**src/core/aux_count_source_pkg.sv**
```systemverilog
// constants for the auxiliary count source generator
// assumes an 8-bit register port driven from the same clock as the block
package aux_count_source_pkg;

	// ----------------------------------------------------------------
	// register indices
	// ----------------------------------------------------------------
	localparam logic [7:0] GATING_TIMER_IDX = 8'h00;
	localparam logic [7:0] FINAL_DIVIDE_TIMER_IDX = 8'h01;
	localparam logic [7:0] MODE_IDX = 8'h02;
	localparam logic [7:0] CONSUMER_SEL_IDX = 8'h03;
	localparam logic [7:0] GATING_COUNT_IDX = 8'h04;
	localparam logic [7:0] FINAL_COUNT_IDX = 8'h05;

	// ----------------------------------------------------------------
	// mode register fields
	// ----------------------------------------------------------------
	localparam int HALT_BIT_POS = 0;
	localparam int GATING_WCTL_POS = 1;
	localparam int FINAL_WCTL_POS = 2;

	// ----------------------------------------------------------------
	// consumer select fields
	// ----------------------------------------------------------------
	localparam int SEL_TIMER_X_POS = 0;
	localparam int SEL_SERIAL_POS = 1;
	localparam int SEL_UART1_POS = 2;
	localparam int SEL_UART2_POS = 3;

	// ----------------------------------------------------------------
	// values after reset
	// ----------------------------------------------------------------
	localparam logic [7:0] TIMER_RESET = 8'hFF;
	localparam logic [2:0] MODE_RESET = 3'h0;
	localparam logic [3:0] CONSUMER_SEL_RESET = 4'h0;

endpackage : aux_count_source_pkg

```
**src/core/aux_count_source_gen.sv**
```systemverilog
// auxiliary count source generator: two cascaded down-count dividers
// assumes register port and consumers sit on mclk_i; ticks are clock enables
//
// Strobed register access and the register offsets were decided locally.
`timescale 1ns/100ps

module aux_count_source_gen
(
	// clock and reset
	input wire logic mclk_i,
	input wire logic resetn_i,
	// register port
	input wire logic [7:0] reg_addr_i,
	input wire logic [7:0] reg_wdata_i,
	input wire logic reg_wr_i,
	input wire logic reg_rd_i,
	output logic [7:0] reg_rdata_o,
	// generated clock and consumer enables
	output logic derived_count_clock_o,
	output logic timer_x_tick_o,
	output logic serial_tick_o,
	output logic uart1_tick_o,
	output logic uart2_tick_o
);

	// ----------------------------------------------------------------
	// state
	// ----------------------------------------------------------------
	logic [7:0] gating_latch_ff;
	logic [7:0] gating_count_ff;
	logic [7:0] final_latch_ff;
	logic [7:0] final_count_ff;
	logic [2:0] mode_ff;
	logic [3:0] sel_ff;
	logic gating_running;
	logic final_source;
	logic final_underflow;
	logic wr_gating;
	logic wr_final;

	assign wr_gating = reg_wr_i && (reg_addr_i == aux_count_source_pkg::GATING_TIMER_IDX);
	assign wr_final = reg_wr_i && (reg_addr_i == aux_count_source_pkg::FINAL_DIVIDE_TIMER_IDX);

	// ----------------------------------------------------------------
	// gating
	// ----------------------------------------------------------------
	// a zero setting would gate every edge, so it counts as stopped
	assign gating_running = !mode_ff[aux_count_source_pkg::HALT_BIT_POS]
		&& (gating_latch_ff != 8'h00);
	// the underflow cycle of the gating timer removes one source edge
	assign final_source = gating_running ? (gating_count_ff != 8'h00) : 1'b1;
	assign final_underflow = final_source && (final_count_ff == 8'h00);

	// ----------------------------------------------------------------
	// configuration registers
	// ----------------------------------------------------------------
	always_ff @(posedge mclk_i or negedge resetn_i)
	begin
		if (!resetn_i)
		begin
			mode_ff <= aux_count_source_pkg::MODE_RESET;
			sel_ff <= aux_count_source_pkg::CONSUMER_SEL_RESET;
		end
		else if (reg_wr_i)
		begin
			if (reg_addr_i == aux_count_source_pkg::MODE_IDX)
				mode_ff <= reg_wdata_i[2:0];
			if (reg_addr_i == aux_count_source_pkg::CONSUMER_SEL_IDX)
				sel_ff <= reg_wdata_i[3:0];
		end
	end

	// ----------------------------------------------------------------
	// gating timer
	// ----------------------------------------------------------------
	always_ff @(posedge mclk_i or negedge resetn_i)
	begin
		if (!resetn_i)
		begin
			gating_latch_ff <= aux_count_source_pkg::TIMER_RESET;
			gating_count_ff <= aux_count_source_pkg::TIMER_RESET;
		end
		else
		begin
			if (wr_gating)
				gating_latch_ff <= reg_wdata_i;
			if (wr_gating && !mode_ff[aux_count_source_pkg::GATING_WCTL_POS])
				gating_count_ff <= reg_wdata_i;
			else if (gating_running)
			begin
				if (gating_count_ff == 8'h00)
					gating_count_ff <= gating_latch_ff;
				else
					gating_count_ff <= gating_count_ff - 8'h01;
			end
		end
	end

	// ----------------------------------------------------------------
	// final divide timer
	// ----------------------------------------------------------------
	always_ff @(posedge mclk_i or negedge resetn_i)
	begin
		if (!resetn_i)
		begin
			final_latch_ff <= aux_count_source_pkg::TIMER_RESET;
			final_count_ff <= aux_count_source_pkg::TIMER_RESET;
		end
		else
		begin
			if (wr_final)
				final_latch_ff <= reg_wdata_i;
			if (wr_final && !mode_ff[aux_count_source_pkg::FINAL_WCTL_POS])
				final_count_ff <= reg_wdata_i;
			else if (final_source)
			begin
				if (final_count_ff == 8'h00)
					final_count_ff <= final_latch_ff;
				else
					final_count_ff <= final_count_ff - 8'h01;
			end
		end
	end

	// ----------------------------------------------------------------
	// outputs
	// ----------------------------------------------------------------
	// registered for clean enables; costs one cycle of latency
	always_ff @(posedge mclk_i or negedge resetn_i)
	begin
		if (!resetn_i)
		begin
			derived_count_clock_o <= 1'b0;
			timer_x_tick_o <= 1'b0;
			serial_tick_o <= 1'b0;
			uart1_tick_o <= 1'b0;
			uart2_tick_o <= 1'b0;
		end
		else
		begin
			derived_count_clock_o <= final_underflow;
			timer_x_tick_o <= sel_ff[aux_count_source_pkg::SEL_TIMER_X_POS] ? final_underflow : 1'b1;
			serial_tick_o <= sel_ff[aux_count_source_pkg::SEL_SERIAL_POS] ? final_underflow : 1'b1;
			uart1_tick_o <= sel_ff[aux_count_source_pkg::SEL_UART1_POS] ? final_underflow : 1'b1;
			uart2_tick_o <= sel_ff[aux_count_source_pkg::SEL_UART2_POS] ? final_underflow : 1'b1;
		end
	end

	// ----------------------------------------------------------------
	// read port
	// ----------------------------------------------------------------
	always_ff @(posedge mclk_i or negedge resetn_i)
	begin
		if (!resetn_i)
			reg_rdata_o <= 8'h00;
		else if (reg_rd_i)
		begin
			case (reg_addr_i)
				aux_count_source_pkg::GATING_TIMER_IDX: reg_rdata_o <= gating_latch_ff;
				aux_count_source_pkg::FINAL_DIVIDE_TIMER_IDX: reg_rdata_o <= final_latch_ff;
				aux_count_source_pkg::MODE_IDX: reg_rdata_o <= {5'h00, mode_ff};
				aux_count_source_pkg::CONSUMER_SEL_IDX: reg_rdata_o <= {4'h0, sel_ff};
				aux_count_source_pkg::GATING_COUNT_IDX: reg_rdata_o <= gating_count_ff;
				aux_count_source_pkg::FINAL_COUNT_IDX: reg_rdata_o <= final_count_ff;
				default: reg_rdata_o <= 8'h00;
			endcase
		end
		else
			reg_rdata_o <= 8'h00;
	end

endmodule : aux_count_source_gen

```
**config.mk**
```make
export PLATFORM = sky130hd
export DESIGN_NAME = aux_count_source_gen
export DESIGN_NICKNAME = d
export VERILOG_FILES = /design/src/core/aux_count_source_pkg.sv /design/src/core/aux_count_source_gen.sv
export SDC_FILE = /design/constraint.sdc
export NUM_CORES = 1
export LEC_CHECK = 0
export ABC_CLOCK_PERIOD_IN_PS = 2300
export BUFFER_PORTS_ARGS = -buffer_cell sky130_fd_sc_hd__buf_2
export CAP_MARGIN = 20
export CORE_UTILIZATION = 50
export DETAILED_ROUTE_END_ITERATION = 8
export HOLD_SLACK_MARGIN = 0.12
export PLACE_DENSITY = 0.73
export SLEW_MARGIN = 20
export SYNTH_ARGS = -nofsm -noshare
export SYNTH_HDL_FRONTEND = slang
export SYNTH_SLANG_ARGS = --single-unit
```
**constraint.sdc**
```tcl
create_clock -name mclk_i -period 2.3 [get_ports mclk_i]
set_clock_uncertainty 0.1 [all_clocks]
set_input_delay 0.345 -clock mclk_i [delete_from_list [all_inputs] [get_ports mclk_i]]
set_output_delay 0.345 -clock mclk_i [all_outputs]
set_load 0.02 [all_outputs]
```
Yosys cells after proc, flatten, opt, wreduce, memory -nomap -nowiden
Index checks and enable logic that the tools add are counted.
{ "totals": {"regBits": 52, "inputBits": 20, "wordCells": 50} }
{ "op_classes": {"add_sub_neg": 2, "n_eq_ne": 5, "n_mux": 13, "reduce_logical": 18} }
{ "op_table": {"columns": ["op", "n"], "rows": [
  ["8-bit 2-to-1 mux", 7],
  ["8-bit case mux with 6 select lines", 1],
  ["8-bit logical NOT", 3],
  ["8-bit by 2-bit equality test with 1-bit output, second input constant", 2],
  ["8-bit by 3-bit equality test with 1-bit output, second input constant", 2],
  ["8-bit nonzero test", 2],
  ["8-bit by 1-bit subtractor with 8-bit output, second input constant", 2],
  ["8-bit by 1-bit equality test with 1-bit output, second input constant", 1],
  ["1-bit logical AND", 6],
  ["1-bit 2-to-1 mux", 5],
  ["2-bit AND reduction", 2],
  ["2-bit nonzero test", 2],
  ["1-bit logical NOT", 3]
]} }

Depth between registers and ports, before layout
Gate-level depths: netlist of run 1.
{ "depth": {"word_depth": 5, "depth_mapped": 8} }

Least setup slack after synthesis of run 1
OpenSTA, ideal clock, no wires.
{ "synth_timing": {"path_type": "register -> register", "start": "reg gating_count_ff[0]", "end": "reg final_count_ff[5]", "setup_time_ns": 0.072, "t_arrival_ns": 1.963, "t_required_ns": 2.128, "slack_ns": 0.166, "path_stages_with_launch": 9, "path_buffers": 1, "period_less_slack_ns": 2.134, "path_cell_list": "dfstp_2 -> clkbuf_1 -> inv_1 -> ha_1 -> or4b_1 -> nor2_4 -> nand2_2 -> a41o_1 -> o21ai_1"} }
{ "synth_between": {"elab_chain_cells": 3} }
{ "synth_lines": {"columns": ["item", "line_no", "source"], "rows": [
  ["start, declared", "aux_count_source_gen.sv:30", "logic [7:0] gating_count_ff;"],
  ["start signal, assigned", "aux_count_source_gen.sv:81", "gating_count_ff <= aux_count_source_pkg::TIMER_RESET;"],
  ["start signal, assigned", "aux_count_source_gen.sv:88", "gating_count_ff <= reg_wdata_i;"],
  ["start signal, assigned", "aux_count_source_gen.sv:92", "gating_count_ff <= gating_latch_ff;"],
  ["8-bit nonzero test", "aux_count_source_gen.sv:51", "assign final_source = gating_running ? (gating_count_ff != 8'h00) : 1'b1;"],
  ["1-bit 2-to-1 mux", "aux_count_source_gen.sv:51", null],
  ["2-bit nonzero test (no line)", null, null],
  ["end signal, assigned", "aux_count_source_gen.sv:107", "final_count_ff <= aux_count_source_pkg::TIMER_RESET;"],
  ["end signal, assigned", "aux_count_source_gen.sv:114", "final_count_ff <= reg_wdata_i;"],
  ["end signal, assigned", "aux_count_source_gen.sv:118", "final_count_ff <= final_latch_ff;"],
  ["end, declared", "aux_count_source_gen.sv:32", "logic [7:0] final_count_ff;"]
]} }
Every way passes these cells.
A chain may end at the register's enable or synchronous reset.

Worst setup path after layout of run 1
Same ends and word-level chain as after synthesis.

==> results.toml, run 1 <==
[status]
outcome = "finished, final reports clean"

[die]
die_x_um = 78.25
dieArea_mm2 = 0.006122
die_h_um = 78.25
start_util_pct = 52.46
coreArea_mm2 = 0.005540
rows = 27
io_pins = 33

[layout]
antenna_cells = 0
area_delta_synth_final_pct = 14.72
final.fill_count = 490
final_layout_size_suffix_gt1_share_pct = 40.38
final_nets = 340
final_cells = 389
final_core_utilization_pct = 60.19

[yosys]
yosysUniqueCellTypes = 60
ys.flop_type = "dfstp_2"
synth-simple-area-share_pct = 18.90
yosysSeqAreaShare_pct = 46.15
synth_mux_area_share_pct = 15.07
synthCells = 274
syn_nets = 298
synth_edf_count = 0
syn_area_mm2 = 0.002907
synth_seq_cells = 52
synth_top_family_by_area = "simple AND/OR/NAND/NOR gates"
avgSynthCellArea_um2 = 10.61
yosys_warnings = 0
async_flop_share_pct = 100.0
synthAdderAreaFrac_pct = 1.722
synthXorXnorAreaFrac_pct = 0.3013
synth_compound_area_share_pct = 15.37

[drt]
drt_first_iter_violations = 215
drt-vias-per-instance = 6.159
vias = 2396
drtAntennaViolNets = 0
drtPass1Iterations = 5
wl_per_cell_um = 18.78
drc = 0
totalWireLength_um = 7304

[critical_path]
rrSetupSlack_ps = 130
critPathMaxFanout = 9
reg2reg_from = "gating_count_ff[0]"
startpoint = "gating_count_ff[0]"
cp_slowest_stage_delay_ps = 510
worst-path-buf-inv = 1
required_ps = 2440
path_cells = "inv_1 > ha_2 > or4b_4 > nor2_4 > nand2_2 > a41o_1 > o21ai_1"
worstPathArrival_ps = 2310
cp-endpoint = "final_count_ff[5]"
cp-end-kind = "flop"
worst-path-stages = 7
critPathLaunchType = "flop"
ff2ff_path_depth = 7
cp_slowest_cell = "or4b_4"
reg2reg_to = "final_count_ff[5]"
crit_family = "simple AND/OR/NAND/NOR gates"
critPathKind = "reg2reg"

[placement]
place_congestion = 0.9181
dpl.cell_count = 380
dp_hpwl_um = 5344
io_buffer_count = 32

[power]
p_per_area_mw_per_mm2 = 867.8
p_leak_nw = 1.382
ir_worst_vdd_v = 0.0005035

[sta]
slew_headroom_pct = 59.94
tightest_slew_ps = 596.0
finalSetupViolCount = 0
fin_crit_sh_pct = 94.24
finalSetupTns_ps = 0
fmax_mhz = 461.4
finalHoldViolations = 0
post-route-min-period_ps = 2167
rsz0062_at_grt = "false"
final_max_slew_viol_count = 0

[grt]
first_global_vias = 2272
overflow = 0
grt_antenna_before_repair = 0
grt_max_degree = 24
grt_usage_pct = 25.86
grt_pass1_wl_um = 11890

[cts]
cts_tree = "yes"
path_clk_slew_ps = 90
cts_buffer_depth = 2
cts_num_sinks = 52
clkLatencyLatePin_ps = 310
root_buffer = "clkbuf_8"
cts_made_buffers = 5
htreeDepth = 2

[worst_hold_path]
worstHoldStart = "reg_wdata_i[5]"
holdCritPathClass = "in2reg"

[job]
maxCapViolCount = 0
[cell usage in the layout, fill, tap and decap left out, drive strengths merged, types with 3 or more instances in the layout]
cell type,n
buf,44
dfstp,32
mux2,28
nand2,26
dfrtp,20
nor2,20
o21ai,18
a21oi,15
inv,8
nor3b,7
nand3,7
nor4,7
nor3,6
clkbuf,6
nor2b,5
mux4,5
a31oi,5
a221oi,4
nand4,4
ha,4
a22o,3
o22ai,3
o211ai,3
or3,3
[registers in the layout (all words and copies together) (netlist names)]
name and cells:
serial_tick_o 1, timer_x_tick_o 1, gating_latch_ff 8, final_count_ff 8, uart2_tick_o 1, reg_rdata_o 8
final_latch_ff 8, uart1_tick_o 1, sel_ff 4, gating_count_ff 8, derived_count_clock_o 1, mode_ff 3
[worst min-delay path, delay by kind of cell]
family          cells  cell delay, ps
simple gates        1              60
buf+inv             1             120
compound gates      1              60
[Yosys cell counts (4+ instances only)]
cell | number | share of area, %
nor3b_1 | 7 | 1.8
nand3_1 | 7 | 1.2
nor3_1 | 6 | 1.0
nor4_1 | 5 | 1.1
a221oi_1 | 4 | 1.2
nand2_1 | 25 | 3.2
nor2b_1 | 5 | 1.1
a21oi_1 | 15 | 2.6
a31oi_1 | 5 | 1.1
dfstp_2 | 32 | 29
nor2_1 | 19 | 2.5
dfrtp_1 | 20 | 17
inv_1 | 7 | 0.90
o21ai_0 | 15 | 2.6
mux4_2 | 5 | 3.9
nand4_1 | 4 | 0.86
clkbuf_1 | 7 | 0.90
mux2_2 | 28 | 11
ha_1 | 4 | 1.7
[where the power goes]
group	switching (mW)	internal, mW
combinational	0.436	0.418
clock	0.314	0.329
sequential	0.239	1.16
[final cells by class]
type | count | area, µm² | area share [%]
clock buffer | 6 | 72.57 | 2.176
clock inverter | 2 | 38.79 | 1.163
inverter | 7 | 26.28 | 0.7880
multi-input combinational | 205 | 1505 | 45.14
sequential | 52 | 1341 | 40.23
tap | 72 | 90.09 | 2.702
timing repair buffer | 45 | 260.3 | 7.805
[through the flow]
step	setup slack [ps]	power [mW]	hold slack, ps	cell area (µm²)
floorplan	165.5	1.981	-50.59	2907
global placement	186.6	2.213	339.9	3201
detailed placement	112.5	2.240	357.8	3201
CTS	80.55	2.880	163.6	3322
global route	43.46	3.050	161.8	3334
finish	132.6	2.894	170.5	3334
[per-layer routing]
metal | global-route usage [%] | up-vias | part of all wire [%]
li1 | - | 1112 | -
met1 | 35.30 | 1186 | 45
met2 | 40.79 | 82 | 48
met3 | 4.070 | 16 | 4.9
met4 | 11.48 | 0 | 2.7
met5 | 0 | - | 0
[cells by family (layout without fill, tap and decap cells)]
group / Yosys count / in the layout
AOI/OAI and AO/OA: 69 / 69
xor gates and xnor gates: 1 / 1
adders and majority gates: 4 / 4
buffers and inverters: 17 / 60
DFF: 52 / 52
muxes: 34 / 34
and+or+nand+nor: 97 / 97
[worst min-delay path by stage]
stage,to,slack (ps),cells after the start
after detailed placement,serial_tick_o,360,1
after floorplan,derived_count_clock_o,-50,0
after global routing,final_count_ff[5],160,3
final,final_count_ff[5],170,3
after CTS,final_count_ff[5],160,3
after global placement,serial_tick_o,340,1
[repair_timing]
| item | 4_1_cts | 5_1_grt |
|---|---|---|
| hold buffers | 1 | 0 |
| endpoints found under the hold margin | 11 | 0 |
| gates resized for setup | 0 | 3 |
| buffers inserted | 0 | 0 |
| endpoints found under the setup margin | 0 | 11 |
No activity file was read; power rests on OpenSTA's default activity.
==> run 2, diff against run 1 <==
- PLACE_DENSITY: 0.73 -> default
- PLACE_DENSITY_LB_ADDON: default -> 0.1
- SKIP_LAST_GASP: default -> 1
==> run 2 against run 1 <==
Routed wire length down 0.30%. Worst hold slack got worse by 8.1 ps. Critical path depth unchanged. Via count down 2.3%. Flip-flop and latch count stayed put. Count of clock-buffer cells in the layout did not move. First-iteration DRC count decreased by 8.4%. Final cell count stayed put. Die area unchanged. Sequential power hardly changed. Non-clock buffer count unchanged. Largest cell class unchanged.
==> results.toml, run 2 (synthesis results as in run 1) <==
[die]
die_x_um = 78.25
rows = 27
start_util_pct = 52.46
io_pins = 33
dieArea_mm2 = 0.006122
coreArea_mm2 = 0.005540
die_h_um = 78.25

[sta]
finalHoldViolations = 0
post-route-min-period_ps = 2229
tightest_slew_ps = 626.2
fin_hold_ws_ps = 162.4
final_max_slew_viol_count = 0
finalSetupTns_ps = 0
fin_crit_sh_pct = 96.91
fmax_mhz = 448.7
slew_headroom_pct = 57.90
finalSetupViolCount = 0

[power]
sequentialPowerShare_pct = 50.4
power_mw = 2.778
combinationalPowerShare_pct = 30.4
sw_frac_of_total_pct = 35.60
ir_worst_vdd_v = 0.0005002
p_per_area_mw_per_mm2 = 839.7
p_sw_mw = 0.9889
p_clk_share_pct = 19.2
p_leak_nw = 1.368
p_int_mw = 1.789

[critical_path]
path_cells = "inv_1 > ha_1 > or4b_1 > nor2_4 > nand2_2 > a41o_1 > o21ai_1"
reg2reg_from = "gating_count_ff[0]"
rrSetupSlack_ps = 70
critPathMaxFanout = 9
cp_slowest_cell = "or4b_1"
critPathKind = "reg2reg"
worstPathArrival_ps = 2370
ff2ff_path_depth = 7
required_ps = 2440
critPathLaunchType = "flop"
reg2reg_to = "final_count_ff[5]"
cp-end-kind = "flop"
cp_slowest_stage_delay_ps = 540

[job]
maxCapViolCount = 0

[drt]
drc = 0
drtPass1Iterations = 4
totalWireLength_um = 7282
wl_per_cell_um = 18.72
drt_first_iter_violations = 197
vias = 2340
drtAntennaViolNets = 0
drt-vias-per-instance = 6.015

[layout]
seq_area_mm2 = 0.001341
multi_input_area_mm2 = 0.001501
final_layout_size_suffix_gt1_share_pct = 40.06
layout_common_cells = "32 x dfstp_2, 32 x buf_2, 28 x mux2_2"
final_nets = 340
antenna_cells = 0
final.fill_count = 492
final_core_utilization_pct = 59.71
area_delta_synth_final_pct = 13.82

[placement]
place_congestion = 0.9451
dp_hpwl_um = 5249
io_buffer_count = 32

[grt]
grt_pass1_wl_um = 11740
first_global_vias = 2156
overflow = 0
grt_max_degree = 53
grt_usage_pct = 25.78
grt_antenna_before_repair = 0

[cts]
cts_made_buffers = 5
path_clk_slew_ps = 100
htreeDepth = 2
cts_num_sinks = 52
root_buffer = "clkbuf_8"
cts_tree = "yes"
clkLatencyLatePin_ps = 310
cts_buffer_depth = 2

[worst_hold_path]
worstHoldStart = "reg_wdata_i[5]"
min_delay_path_depth = 3
holdCritPathClass = "in2reg"
holdPathEnd = "final_count_ff[5]"

[status]
outcome = "finished, final reports clean"
[run 2: worst max-delay path, delay by kind of cell, from the launching register on]
| family | cells | cell delay, ps |
|---|---|---|
| compound gates | 2 | 390 |
| fa+ha+maj | 1 | 270 |
| buf+inv | 1 | 90 |
| flops | 1 | 420 |
| simple gates | 3 | 890 |
[run 2: how the worst max path moves through the flow]
stage | start | endpoint | cells after the start
after detailed placement | gating_count_ff[0] | final_count_ff[5] | 7
after floorplan | gating_count_ff[0] | final_count_ff[5] | 8
after global routing | gating_count_ff[0] | final_count_ff[5] | 7
after global placement | gating_count_ff[0] | final_count_ff[5] | 7
after CTS | gating_count_ff[0] | final_count_ff[5] | 7
final | gating_count_ff[0] | final_count_ff[5] | 7
[run 2: power groups by stage]
stage,clock network (mW),logic (mW),registers [mW]
6_report,0.534,0.845,1.40
5_1_grt,0.579,0.946,1.43
4_1_cts,0.556,0.839,1.39
3_5_place_dp,0,0.831,1.41
3_3_place_gp,0,0.825,1.40
2_1_floorplan,0,0.680,1.30
[run 2: metrics by stage]
stage	instances	instance area (µm²)	worst slack, ps
2_1_floorplan	274	2907	165.5
3_3_place_gp	378	3186	155.9
3_5_place_dp	378	3186	100.8
4_1_cts	387	3284	70.95
5_1_grt	389	3308	-3.149
6_report	389	3308	71.16
[run 2: area by class of cell]
type,count,area share [%]
Multi-Input combinational cell,205,45.39
Sequential cell,52,40.54
Timing Repair Buffer,45,7.867
Tap cell,72,2.723
Clock buffer,6,2.194
Inverter,7,0.7943
Clock inverter,2,0.4917
[run 2: what timing repair did]
action,in CTS,in global routing
hold endpoints to repair,20,0
setup endpoints to repair,0,13
buffers inserted,0,2
hold buffers,1,0
resized for setup,0,2
[run 2: routing by layer]
layer	GRT usage, %	share of wire, %
met1	39.39	46
met2	38.16	47
met3	4.186	5.5
met4	6.111	1.3
met5	0	0
==> run 3, diff against run 2 <==
- BUFFER_PORTS_ARGS: -buffer_cell sky130_fd_sc_hd__buf_2 -> default
- DONT_BUFFER_PORTS: default -> 1
==> run 3 against run 2 <==
Highest routed layer unchanged. Count of clock-buffer cells in the layout unchanged. Largest cell class unchanged. Register-to-register slack better by 70 ps. Via count down 0.21%. Core utilization down 0.68 points. Critical path depth unchanged. Clock power about the same. Critical endpoint unchanged. Non-clock buffer count down 22. Flip-flop and latch count unchanged.
==> results.toml, run 3 (synthesis results as in run 1) <==
[status]
outcome = "finished, final reports clean"

[sta]
finalSetupViolCount = 0
slew_headroom_pct = 56.92
final_max_slew_viol_count = 0
fmax_mhz = 463.4
finalHoldViolations = 0
rsz0062_at_grt = "false"
tightest_slew_ps = 640.8
finalSetupTns_ps = 0
fin_crit_sh_pct = 93.82
post-route-min-period_ps = 2158

[critical_path]
cp-end-kind = "flop"
critPathMaxFanout = 9
startpoint = "gating_count_ff[0]"
critPathKind = "reg2reg"
worstPathArrival_ps = 2300
required_ps = 2440
reg2reg_from = "gating_count_ff[0]"
critPathLaunchType = "flop"

[worst_hold_path]
worstHoldStart = "reg_addr_i[1]"
holdCritPathClass = "in2reg"

[die]
rows = 27
die_h_um = 78.25
coreArea_mm2 = 0.005540
dieArea_mm2 = 0.006122
start_util_pct = 52.46
io_pins = 33
die_x_um = 78.25

[placement]
dp_hpwl_um = 5218
io_buffer_count = 0
place_congestion = 0.8991

[power]
ir_worst_vdd_v = 0.0004755
p_int_mw = 1.791
p_sw_mw = 0.9831
sequentialPowerShare_pct = 50.6
p_clk_share_pct = 19.2
p_leak_nw = 1.283
sw_frac_of_total_pct = 35.44
combinationalPowerShare_pct = 30.2
p_per_area_mw_per_mm2 = 848.2

[cts]
cts_num_sinks = 52
clkLatencyLatePin_ps = 300
htreeDepth = 2
cts_tree = "yes"
cts_buffer_depth = 2
cts_made_buffers = 5
path_clk_slew_ps = 100
root_buffer = "clkbuf_8"

[job]
maxCapViolCount = 0

[layout]
final_layout_size_suffix_gt1_share_pct = 31.86
layout_common_cells = "32 x dfstp_2, 28 x mux2_2, 25 x nand2_1"
seq_area_mm2 = 0.001341
final_common_cell = "dfstp_2"
final.fill_count = 480
final_core_utilization_pct = 59.03
area_delta_synth_final_pct = 12.53
multi_input_area_mm2 = 0.001499
final_nets = 318

[drt]
drtPass1Iterations = 5
drc = 0
vias = 2335
drtAntennaViolNets = 0
totalWireLength_um = 7507
drt-vias-per-instance = 6.345
drt_first_iter_violations = 241
wl_per_cell_um = 20.40

[grt]
grt_max_degree = 53
grt_pass1_wl_um = 12030
grt_antenna_before_repair = 1
first_global_vias = 2247
grt_usage_pct = 26.15
overflow = 0
==> run 3: path summary, 6_finish.rpt <==
path	to	cells past startpoint	slack [ps]
max	final_count_ff[5]	7	140
min	reg_rdata_o[2]	2	120
max reg2reg	final_count_ff[5]	7	140
min reg2reg	serial_tick_o	1	370
max in group asynchronous	gating_count_ff[6]	2	1340
min in group asynchronous	mode_ff[0]	2	470
==> run 3: cell type report <==
cell class                      instances  share of cell area, %
Antenna cell                            1                0.07651
Clock buffer                            6                  2.219
Clock inverter                          2                 0.4973
Inverter                                7                 0.8034
Multi-Input combinational cell        205                  45.83
Sequential cell                        52                  41.01
Tap cell                               72                  2.754
Timing Repair Buffer                   23                  6.809
==> run 3: worst max-delay path, stage by stage (launching register included) <==
cell and delay (ps):
dfstp_2 420, inv_1 90, ha_1 260, or4b_4 530, nor2_4 170, nand2_2 150
a41o_1 270, o21ai_1 110
==> run 3: per-layer routing <==
metal	up-vias	routed length, µm	track usage (%)
met2	100	3416	41.32
met3	24	444	4.186
met1	1138	3461	36.97
met4	0	184	8.148
li1	1073	-	-
met5	-	0	0
==> run 3: through the flow <==
stage                     instance area, µm²  power [mW]  worst slack (ps)  hold slack, ps  instances
after floorplan                         2907       1.981             165.5          -50.59        274
after global placement                  3025       2.172             165.8          -47.68        346
after detailed placement                3025       2.173             154.9          -47.10        346
after CTS                               3262       2.764             131.5           120.3        367
after global routing                    3271       2.922             34.42           126.6        368
final                                   3271       2.774             142.1           118.9        368
==> run 3: repair_timing <==
action                     in CTS  in global routing
buffers inserted                0                  0
hold endpoints to repair       98                  0
setup endpoints to repair       0                  2
hold buffers                   13                  0
resized for setup               0                  2
==> run 3: power groups by stage <==
stage | Clock (mW) | Combinational [mW] | Sequential [mW]
2_1_floorplan | 0 | 0.680 | 1.30
3_3_place_gp | 0 | 0.765 | 1.41
3_5_place_dp | 0 | 0.764 | 1.41
4_1_cts | 0.548 | 0.825 | 1.39
5_1_grt | 0.570 | 0.924 | 1.43
6_report | 0.533 | 0.837 | 1.40
